## src/verilog/capr_pkg.sv

```systemverilog
// Constants shared by the capabilities payload block and its testbench
package capr_pkg;

  // ****************************************************************
  // Register byte offsets on the APB bus
  // ****************************************************************
  localparam logic [7:0] CAPR_OFF_CTRL  = 8'h00; // Build and arb status
  localparam logic [7:0] CAPR_OFF_STAT  = 8'h04; // Busy and done
  localparam logic [7:0] CAPR_OFF_FLAGS = 8'h08; // Live flag word
  localparam logic [7:0] CAPR_OFF_BCAST = 8'h0c; // Broadcast filter mask
  localparam logic [7:0] CAPR_OFF_MCAST = 8'h10; // Multicast filter mask
  localparam logic [7:0] CAPR_OFF_BUF   = 8'h14; // Buffering in bytes
  localparam logic [7:0] CAPR_OFF_CNT   = 8'h18; // Filter counts
  localparam logic [7:0] CAPR_OFF_PAY   = 8'h20; // First payload word

  // ****************************************************************
  // Payload buffer shape
  // ****************************************************************
  localparam int          CAPR_PAY_WORDS = 5;     // Words per payload
  localparam int          CAPR_PAY_AW    = 3;     // Buffer address bits
  localparam logic [2:0]  CAPR_PAY_LAST  = 3'h4;  // Index of last word

  // ****************************************************************
  // Capability flag word positions
  // ****************************************************************
  localparam int CAPR_FLG_HW_ARB  = 0; // Hardware arbitration capable
  localparam int CAPR_FLG_DRV     = 1; // Host driver status reporting
  localparam int CAPR_FLG_NC2MC   = 2; // Flow control toward manager
  localparam int CAPR_FLG_MC2NC   = 3; // Flow control from manager
  localparam int CAPR_FLG_ALLMC   = 4; // All-multicast support
  localparam int CAPR_FLG_ARB_LO  = 5; // Arbitration status, 2 bits
  localparam int CAPR_FLG_THERM   = 7; // Thermal self-shutdown
  localparam int CAPR_FLG_DLY     = 8; // Delayed response
  localparam int CAPR_FLG_RSV_LO  = 9; // First reserved position

  // ****************************************************************
  // Control, status and count field positions
  // ****************************************************************
  localparam int CAPR_CTRL_BUILD  = 0;  // Write 1 to build payload
  localparam int CAPR_CTRL_ARB_LO = 1;  // Arbitration status field
  localparam int CAPR_STAT_BUSY   = 0;  // Build in progress
  localparam int CAPR_STAT_DONE   = 1;  // Sticky, write 1 to clear
  localparam int CAPR_CNT_UC_LO   = 0;  // Unicast filter count
  localparam int CAPR_CNT_MC_LO   = 8;  // Multicast filter count
  localparam int CAPR_CNT_MX_LO   = 16; // Mixed filter count
  localparam int CAPR_CNT_VL_LO   = 24; // VLAN filter count

  // ****************************************************************
  // Limits on reported counts
  // ****************************************************************
  localparam int CAPR_VLAN_MAX    = 15; // Most VLAN filters
  localparam int CAPR_ADDR_MAX    = 8;  // Most address filters

  // ****************************************************************
  // Enumerations and reset values
  // ****************************************************************
  typedef enum logic [1:0] {
    CAPR_ARB_UNKNOWN  = 2'b00,
    CAPR_ARB_NOT_IMPL = 2'b01,
    CAPR_ARB_IMPL     = 2'b10,
    CAPR_ARB_RSVD     = 2'b11
  } capr_arb_t;

  typedef enum logic [0:0] {
    CAPR_ST_IDLE = 1'b0,
    CAPR_ST_FILL = 1'b1
  } capr_state_t;

  localparam capr_arb_t CAPR_ARB_RST = CAPR_ARB_UNKNOWN; // Until told

endpackage

```

## src/verilog/capr_pay_if.sv

```systemverilog
// Write and read port bundle between the builder and its payload buffer
`timescale 1ns/1ps
interface capr_pay_if #(
  parameter int W  = 32,
  parameter int AW = 3
);
  logic          we;    // Write strobe
  logic [AW-1:0] waddr; // Write word index
  logic [W-1:0]  wdata; // Write word
  logic [AW-1:0] raddr; // Read word index
  logic [W-1:0]  rdata; // Registered read word

  modport ctl (output we, output waddr, output wdata, output raddr,
               input rdata);
  modport mem (input we, input waddr, input wdata, input raddr,
               output rdata);
endinterface

```

## src/verilog/capr_pay_mem.sv

```systemverilog
// Small payload buffer with registered read data
`timescale 1ns/1ps
module capr_pay_mem #(
  parameter int W     = 32,
  parameter int AW    = 3,
  parameter int DEPTH = 5
) (
  // Clock
  input wire logic pclk,
  // Buffer ports
  capr_pay_if.mem  port
);

  // ****************************************************************
  // Storage
  // ****************************************************************
  logic [W-1:0] mem_r [DEPTH]; // Payload words, not reset

  // Write port
  always_ff @(posedge pclk)
  begin
    if (port.we && (32'(port.waddr) < DEPTH))
    begin
      mem_r[port.waddr] <= port.wdata;
    end
  end

  // Read port; out of range indexes read as zero
  always_ff @(posedge pclk)
  begin
    if (32'(port.raddr) < DEPTH)
    begin
      port.rdata <= mem_r[port.raddr];
    end
    else
    begin
      port.rdata <= '0;
    end
  end

endmodule // capr_pay_mem

```

## src/verilog/capr_top.sv

```systemverilog
// Capabilities response payload builder with APB register access
`timescale 1ns/1ps
module capr_top
  import capr_pkg::*;
#(
  parameter bit          HW_ARB_CAP   = 1'b0,   // Package arbitration
  parameter bit          DRV_CAP      = 1'b0,   // Driver status report
  parameter bit          NC2MC_FC     = 1'b0,   // Flow control out
  parameter bit          MC2NC_FC     = 1'b0,   // Flow control in
  parameter bit          ALLMC_CAP    = 1'b0,   // All-multicast
  parameter bit          THERM_CAP    = 1'b0,   // Thermal shutdown
  parameter bit          DLY_CAP      = 1'b0,   // Delayed response
  parameter logic [31:0] BCAST_MASK   = 32'h0000_0000, // Built filters
  parameter logic [31:0] MCAST_MASK   = 32'h0000_0000, // Built filters
  parameter logic [31:0] BUF_BYTES    = 32'h0000_0000, // 0 unspecified
  parameter int          VLAN_FILTERS = 0,      // VLAN filters built
  parameter int          MIXED_FILTERS = 0,     // Mixed filters built
  parameter int          MCAST_FILTERS = 0,     // Multicast built
  parameter int          UCAST_FILTERS = 1      // Unicast built
) (
  // Clock and reset
  input  wire logic        pclk,
  input  wire logic        presetn,
  // APB slave
  input  wire logic        psel,
  input  wire logic        penable,
  input  wire logic        pwrite,
  input  wire logic [7:0]  paddr,
  input  wire logic [31:0] pwdata,
  output logic      [31:0] prdata,
  output logic             pready,
  output logic             pslverr
);

  // ****************************************************************
  // Reported counts, legalised at elaboration
  // ****************************************************************
  // Counts are clamped rather than trusted, so a wrong parameter
  // can never produce an illegal answer on the wire.
  localparam int VL_N = (VLAN_FILTERS > CAPR_VLAN_MAX) ?
                        CAPR_VLAN_MAX : VLAN_FILTERS;
  localparam int UC_A = (UCAST_FILTERS + MIXED_FILTERS == 0) ?
                        1 : UCAST_FILTERS;
  localparam int UC_N = (UC_A > CAPR_ADDR_MAX) ? CAPR_ADDR_MAX : UC_A;
  localparam int MX_N = (MIXED_FILTERS > CAPR_ADDR_MAX - UC_N) ?
                        CAPR_ADDR_MAX - UC_N : MIXED_FILTERS;
  localparam int MC_N = (MCAST_FILTERS > CAPR_ADDR_MAX - UC_N - MX_N) ?
                        CAPR_ADDR_MAX - UC_N - MX_N : MCAST_FILTERS;

  // ****************************************************************
  // Declarations
  // ****************************************************************
  capr_arb_t   arb_r;       // Arbitration status held for software
  capr_state_t state_r;     // Build sequencer state
  logic [2:0]  idx_r;       // Payload word being written
  logic        done_r;      // Sticky build completion
  logic        pend_r;      // Payload read waiting for buffer data
  logic [31:0] prdata_r;    // Read data flop
  logic        pready_r;    // Ready flop
  logic        pslverr_r;   // Error flop
  logic [31:0] flags_w;     // Live capability flag word
  logic [31:0] cnt_w;       // Live filter count word
  logic        setup_w;     // APB setup phase
  logic        done_acc_w;  // APB access completing this edge
  logic        wr_w;        // Completing write

  capr_pay_if #(.W(32), .AW(CAPR_PAY_AW)) pay ();

  // ****************************************************************
  // Address decode
  // ****************************************************************
  // Mapped register offsets
  function automatic logic reg_hit(input logic [7:0] a);
    return (a == CAPR_OFF_CTRL) || (a == CAPR_OFF_STAT) ||
           (a == CAPR_OFF_FLAGS) || (a == CAPR_OFF_BCAST) ||
           (a == CAPR_OFF_MCAST) || (a == CAPR_OFF_BUF) ||
           (a == CAPR_OFF_CNT);
  endfunction

  // Aligned word inside the payload window
  function automatic logic pay_hit(input logic [7:0] a);
    return (a >= CAPR_OFF_PAY) && (a[1:0] == 2'b00) &&
           (a < CAPR_OFF_PAY + 8'(4 * CAPR_PAY_WORDS));
  endfunction

  assign setup_w    = psel && !penable;
  assign done_acc_w = psel && penable && pready_r;
  assign wr_w       = done_acc_w && pwrite;

  // ****************************************************************
  // Capability words
  // ****************************************************************
  // Flag word from fixed build choices plus software arb status
  always_comb
  begin
    flags_w                  = '0;
    flags_w[CAPR_FLG_HW_ARB] = HW_ARB_CAP;
    flags_w[CAPR_FLG_DRV]    = DRV_CAP;
    flags_w[CAPR_FLG_NC2MC]  = NC2MC_FC;
    flags_w[CAPR_FLG_MC2NC]  = MC2NC_FC;
    flags_w[CAPR_FLG_ALLMC]  = ALLMC_CAP;
    flags_w[CAPR_FLG_ARB_LO +: 2] = arb_r;
    flags_w[CAPR_FLG_THERM]  = THERM_CAP;
    flags_w[CAPR_FLG_DLY]    = DLY_CAP;
  end

  // Packed counts, one byte each
  always_comb
  begin
    cnt_w                      = '0;
    cnt_w[CAPR_CNT_VL_LO +: 8] = 8'(VL_N);
    cnt_w[CAPR_CNT_MX_LO +: 8] = 8'(MX_N);
    cnt_w[CAPR_CNT_MC_LO +: 8] = 8'(MC_N);
    cnt_w[CAPR_CNT_UC_LO +: 8] = 8'(UC_N);
  end

  // Payload word by index, in response order
  function automatic logic [31:0] pay_word(input logic [2:0] i);
    unique case (i)
      3'h0:    return flags_w;
      3'h1:    return BCAST_MASK;
      3'h2:    return MCAST_MASK;
      3'h3:    return BUF_BYTES;
      default: return cnt_w;
    endcase
  endfunction

  // ****************************************************************
  // Arbitration status register
  // ****************************************************************
  // The reserved code is refused, so 11b can never be reported
  always_ff @(posedge pclk or negedge presetn)
  begin
    if (!presetn)
    begin
      arb_r <= CAPR_ARB_RST;
    end
    else if (wr_w && paddr == CAPR_OFF_CTRL &&
             pwdata[CAPR_CTRL_ARB_LO +: 2] != CAPR_ARB_RSVD)
    begin
      arb_r <= capr_arb_t'(pwdata[CAPR_CTRL_ARB_LO +: 2]);
    end
  end

  // ****************************************************************
  // Build sequencer
  // ****************************************************************
  // Copies one snapshot of every word into the buffer, so a query
  // in progress never sees a half-updated arbitration field.
  always_ff @(posedge pclk or negedge presetn)
  begin
    if (!presetn)
    begin
      state_r <= CAPR_ST_IDLE;
      idx_r   <= 3'h0;
    end
    else
    begin
      unique case (state_r)
        CAPR_ST_IDLE:
        begin
          // Start request; ignored while busy
          if (wr_w && paddr == CAPR_OFF_CTRL && pwdata[CAPR_CTRL_BUILD])
          begin
            state_r <= CAPR_ST_FILL;
            idx_r   <= 3'h0;
          end
        end
        CAPR_ST_FILL:
        begin
          // One word per cycle
          if (idx_r == CAPR_PAY_LAST)
          begin
            state_r <= CAPR_ST_IDLE;
          end
          idx_r <= idx_r + 3'h1;
        end
      endcase
    end
  end

  // Sticky done; a new completion beats a clear in the same cycle
  always_ff @(posedge pclk or negedge presetn)
  begin
    if (!presetn)
    begin
      done_r <= 1'b0;
    end
    else if (state_r == CAPR_ST_FILL && idx_r == CAPR_PAY_LAST)
    begin
      done_r <= 1'b1;
    end
    else if (wr_w && paddr == CAPR_OFF_STAT && pwdata[CAPR_STAT_DONE])
    begin
      done_r <= 1'b0;
    end
  end

  // Buffer ports
  assign pay.we    = (state_r == CAPR_ST_FILL);
  assign pay.waddr = idx_r;
  assign pay.wdata = pay_word(idx_r);
  assign pay.raddr = 3'(paddr[7:2] - CAPR_OFF_PAY[7:2]);

  capr_pay_mem #(
    .W     (32),
    .AW    (CAPR_PAY_AW),
    .DEPTH (CAPR_PAY_WORDS)
  ) u_mem (
    .pclk (pclk),
    .port (pay.mem)
  );

  // ****************************************************************
  // APB responder
  // ****************************************************************
  // Registers answer with no wait state; payload reads take one
  // because the buffer read data is registered.
  always_ff @(posedge pclk or negedge presetn)
  begin
    if (!presetn)
    begin
      pready_r  <= 1'b0;
      pslverr_r <= 1'b0;
      prdata_r  <= '0;
      pend_r    <= 1'b0;
    end
    else if (setup_w && !pwrite && pay_hit(paddr))
    begin
      // Wait one cycle for buffer data
      pend_r   <= 1'b1;
      pready_r <= 1'b0;
    end
    else if (setup_w)
    begin
      // Register access or unmapped address
      pready_r  <= 1'b1;
      pslverr_r <= !reg_hit(paddr);
      prdata_r  <= '0;
      if (!pwrite)
      begin
        unique case (paddr)
          CAPR_OFF_CTRL:  prdata_r[CAPR_CTRL_ARB_LO +: 2] <= arb_r;
          CAPR_OFF_STAT:  prdata_r[1:0] <= {done_r,
                                            state_r == CAPR_ST_FILL};
          CAPR_OFF_FLAGS: prdata_r <= flags_w;
          CAPR_OFF_BCAST: prdata_r <= BCAST_MASK;
          CAPR_OFF_MCAST: prdata_r <= MCAST_MASK;
          CAPR_OFF_BUF:   prdata_r <= BUF_BYTES;
          CAPR_OFF_CNT:   prdata_r <= cnt_w;
          default:        prdata_r <= '0;
        endcase
      end
    end
    else if (pend_r)
    begin
      // Buffer data now valid
      pend_r    <= 1'b0;
      pready_r  <= 1'b1;
      pslverr_r <= 1'b0;
      prdata_r  <= pay.rdata;
    end
    else
    begin
      pready_r  <= 1'b0;
      pslverr_r <= 1'b0;
    end
  end

  assign prdata  = prdata_r;
  assign pready  = pready_r;
  assign pslverr = pslverr_r;
endmodule // capr_top

```

## config.mk

```make
export PLATFORM = sky130hd
export DESIGN_NAME = capr_top
export DESIGN_NICKNAME = d
export VERILOG_FILES = /design/src/verilog/capr_pkg.sv /design/src/verilog/capr_pay_if.sv /design/src/verilog/capr_pay_mem.sv /design/src/verilog/capr_top.sv
export SDC_FILE = /design/constraint.sdc
export NUM_CORES = 1
export LEC_CHECK = 0
export ABC_CLOCK_PERIOD_IN_PS = 3600
export BUFFER_PORTS_ARGS = -buffer_cell sky130_fd_sc_hd__buf_2
export CAP_MARGIN = 20
export CORE_MARGIN = 2
export CORE_UTILIZATION = 45
export DETAILED_ROUTE_END_ITERATION = 8
export MAX_ROUTING_LAYER = met4
export PLACE_DENSITY = 0.76
export SLEW_MARGIN = 15
export SYNTH_ARGS = -nofsm -noshare
export SYNTH_HDL_FRONTEND = slang
export SYNTH_HIERARCHICAL = 1
export SYNTH_SLANG_ARGS = --single-unit
```

## constraint.sdc

```tcl
create_clock -name pclk -period 3.6 [get_ports pclk]
set_input_delay 0.36 -clock pclk [delete_from_list [all_inputs] [get_ports pclk]]
set_output_delay 0.36 -clock pclk [all_outputs]
set_load 0.03 [all_outputs]
```

==> impl_metrics.yaml <==
run_status:
  outcome: "finished clean"
clocking:
  clock_path_buffers: 3
  clock_latency_ns: 0.50
  cts.repair.resized: 0
  clock-sinks: 234
  ctsRootBufferMaster: "clkbuf_16"
  cts_max_level: 1
  clkTransAtPathRegs_ns: 0.06
  cts_setup_buffers: 0
  cts_buffers: 22
  holdBufCountCts: 0
  cts_tree: "built"
global_routing:
  antenna_found_initial: 0
  grt_pass1_wl_um: 25400
  grt_pass1_vias: 4952
  grt_max_degree: 43
  globalRouteOverflowTotal: 0
  grt_usage_pct: 16.3
pwr:
  power_density_nw_per_um2: 511
  swShare_pct: 20.0
  finalPower_uw: 5400
  worst_ir_drop_vdd_mv: 0.264
  power_frac_seq_pct: 54.4
  clockPowerShare_pct: 41.3
  p_leak_uw: 0.00426
  p_int_uw: 4320
  power_frac_comb_pct: 4.3
  switching_power_uw: 1080
timing:
  timing.slew.headroom_pct: 38.8
  fin_ws_ns: 1.51
  setup_tns_ns: 0
  finalHoldViolCount: 0
  setup_viol: 0
  tightestPinTransition_ns: 0.915
  finalCritPeriodShare_pct: 58.0
  fin_skew_ns: 0.0152
  max_clock_freq_mhz: 479
  final-max-slew-violation-count: 0
  rsz0062_at_grt: "no"
  fin_crit_ns: 2.09
  holdWs_ns: 0.00206
drt:
  wirelength_um: 15700
  drtIter0Drc: 333
  vias: 4789
  postRouteAntennaNets: 0
  route.detailed.drc: 0
  routedWlPerCell_um: 15.3
  drt-vias-per-instance: 4.64
  drtPass1Iterations: 4
synth:
  ys_seq_elements: 234
  synth_top_area_share_pct: 54.6
  synth.most_common_cell: "edfxtp_1"
  ys_seq_area_share_pct: 73.8
  synth_edf_count: 160
  ys_async_sr_fraction_pct: 17.9
  synth.distinct_cells: 39
  synth_common_cells: "160 x edfxtp_1, 42 x dfrtp_1, 38 x nor2_1"
  yosysTopAreaCell: "edfxtp_1"
  ys_top_cells_by_area: "edfxtp_1 55%, dfrtp_1 12%, dfxtp_1 7.3%"
  syn_area_per_cell_um2: 16.0
  netlist_instances: 550
  synth-main-ff-cell: "edfxtp_1"
  syn-cell-area_um2: 8800
  yosysWarningCount: 6
placed_design:
  io_buffers: 49
  place_ws_ns: 0.991
  place_congestion: 0.790
  dpl.hpwl_um: 9130
die:
  ios: 79
  die_w_um: 144
  core_area_um2: 19300
  placementRows: 51
  start_util_pct: 45.5
  fp.dieArea_um2: 20700
  die_h_um: 144
worst_setup_path:
  worst_path_max_delay_cell: "a21oi_4"
  cp_max_fo: 33
  cp-end-kind: "register"
  critPathKind: "in -> reg"
  crit_chain: "buf_2, o21ai_0, and4_4, a21oi_4, mux2_2"
  slowest_delay_ns: 0.61
  critPathLaunchType: "primary input"
  worstPathArrival_ns: 2.46
  crit_required_ns: 3.97
final_layout:
  diodes: 0
  drive_gt1_share_pct: 17.6
  area_delta_synth_final_pct: 20.3
  nets: 801
worst_hold_path:
  hold_path.class: "in -> async"
run:
  cap_violations: 0
stage by stage:
| step | std cells | instance area (um^2) | utilization [%] |
|---|---|---|---|
| after CTS | 1032 | 10600 | 54.7 |
| final | 1032 | 10600 | 54.7 |
| after floorplan | 694 | 9340 | - |
| after detailed placement | 992 | 9870 | 51.1 |
| after global routing | 1032 | 10600 | 54.7 |
| after global placement | 992 | 9870 | 51.1 |
critical path: cells and delay by family:
| family | cells | cell delay (ns) |
|---|---|---|
| AOI/OAI and AO/OA | 2 | 0.87 |
| buffers and inverters | 1 | 0.56 |
| muxes | 1 | 0.41 |
| and+or+nand+nor | 1 | 0.24 |
routing by layer:
layer	GRT usage, %	part of all wire, %	vias up
li1	-	-	2328
met1	19.3	42	2304
met2	29.4	51	129
met3	1.53	4.8	28
met4	5.16	2.1	0
met5	-	0	-
flip-flops by register name, indices dropped and copies added, names as in the netlist:
signal and flops:
arb_r 2, pready 1, idx_r 3, prdata 32, done_r 1, pslverr 1, u_mem/port.rdata 32, u_mem/mem_r 160
pend_r 1, pay.we 1
kinds of logic (layout without fill, tap and decap cells):
family / count (synthesis) / in the layout / share of synthesized area [%]
AO/OA/AOI/OAI: 81 / 81 / 6.88
flip-flops: 234 / 234 / 73.8
AND/OR/NAND/NOR: 102 / 102 / 5.83
other: 1 / 145 / 0.0426
buffers and inverters: 59 / 132 / 3.16
adder cells (fa/ha/maj): 5 / 5 / 0.711
multiplexers: 68 / 68 / 9.53
cell type report:
cell class	count	area (um^2)
fill	1516	8750
timing repair buffer	60	328
tap	265	332
sequential	234	6500
inverter	32	120
multi-input combinational	401	2600
clock buffer	33	654
clock inverter	7	55.1
final timing paths:
check / from / to / slack (ns) / cells after the start
max: paddr[4] / prdata[5] / 1.51 / 5
min: presetn / pend_r / 0.002 / 1
max reg2reg: idx_r[1] / u_mem/mem_r[1][5] / 1.53 / 3
min reg2reg: u_mem/port.rdata[26] / prdata[26] / 0.46 / 2
max in group asynchronous: presetn / prdata[12] / 3.03 / 1
min in group pclk: pwdata[2] / arb_r[1] / 0.14 / 2
power groups by stage:
stage	logic [uW]	registers (uW)	clock network, uW
after CTS	232	2940	2280
after global placement	226	2990	0
after detailed placement	230	2990	0
after global routing	263	2940	2380
final	235	2940	2230
after floorplan	147	3000	0
cells in the final DEF, fill, tap and decap left out, drive strengths merged:
cell | netlist | layout
edfxtp | 160 | 160
conb | 1 | 145
buf | 20 | 60
dfrtp | 42 | 42
nor2 | 38 | 38
o21ai | 37 | 37
mux2 | 36 | 36
clkbuf | 7 | 33
inv | 32 | 32
mux2i | 32 | 32
dfxtp | 32 | 32
a221o | 31 | 31
nand3 | 28 | 28
nand2 | 12 | 12
clkinv | 0 | 6
nand2b | 5 | 5
ha | 5 | 5
a31oi | 3 | 3
nand4 | 3 | 3
o22a | 3 | 3
nor3 | 3 | 3
nor3b | 3 | 3
and3 | 2 | 2
nor4b | 2 | 2
a21oi | 2 | 2
nor4 | 2 | 2
and4 | 2 | 2
or3 | 1 | 1
a41oi | 1 | 1
and3b | 1 | 1
o41ai | 1 | 1
a22o | 1 | 1
a32o | 1 | 1
bufinv | 0 | 1
a22oi | 1 | 1
Note: power is estimated with default switching activity, not from simulation.
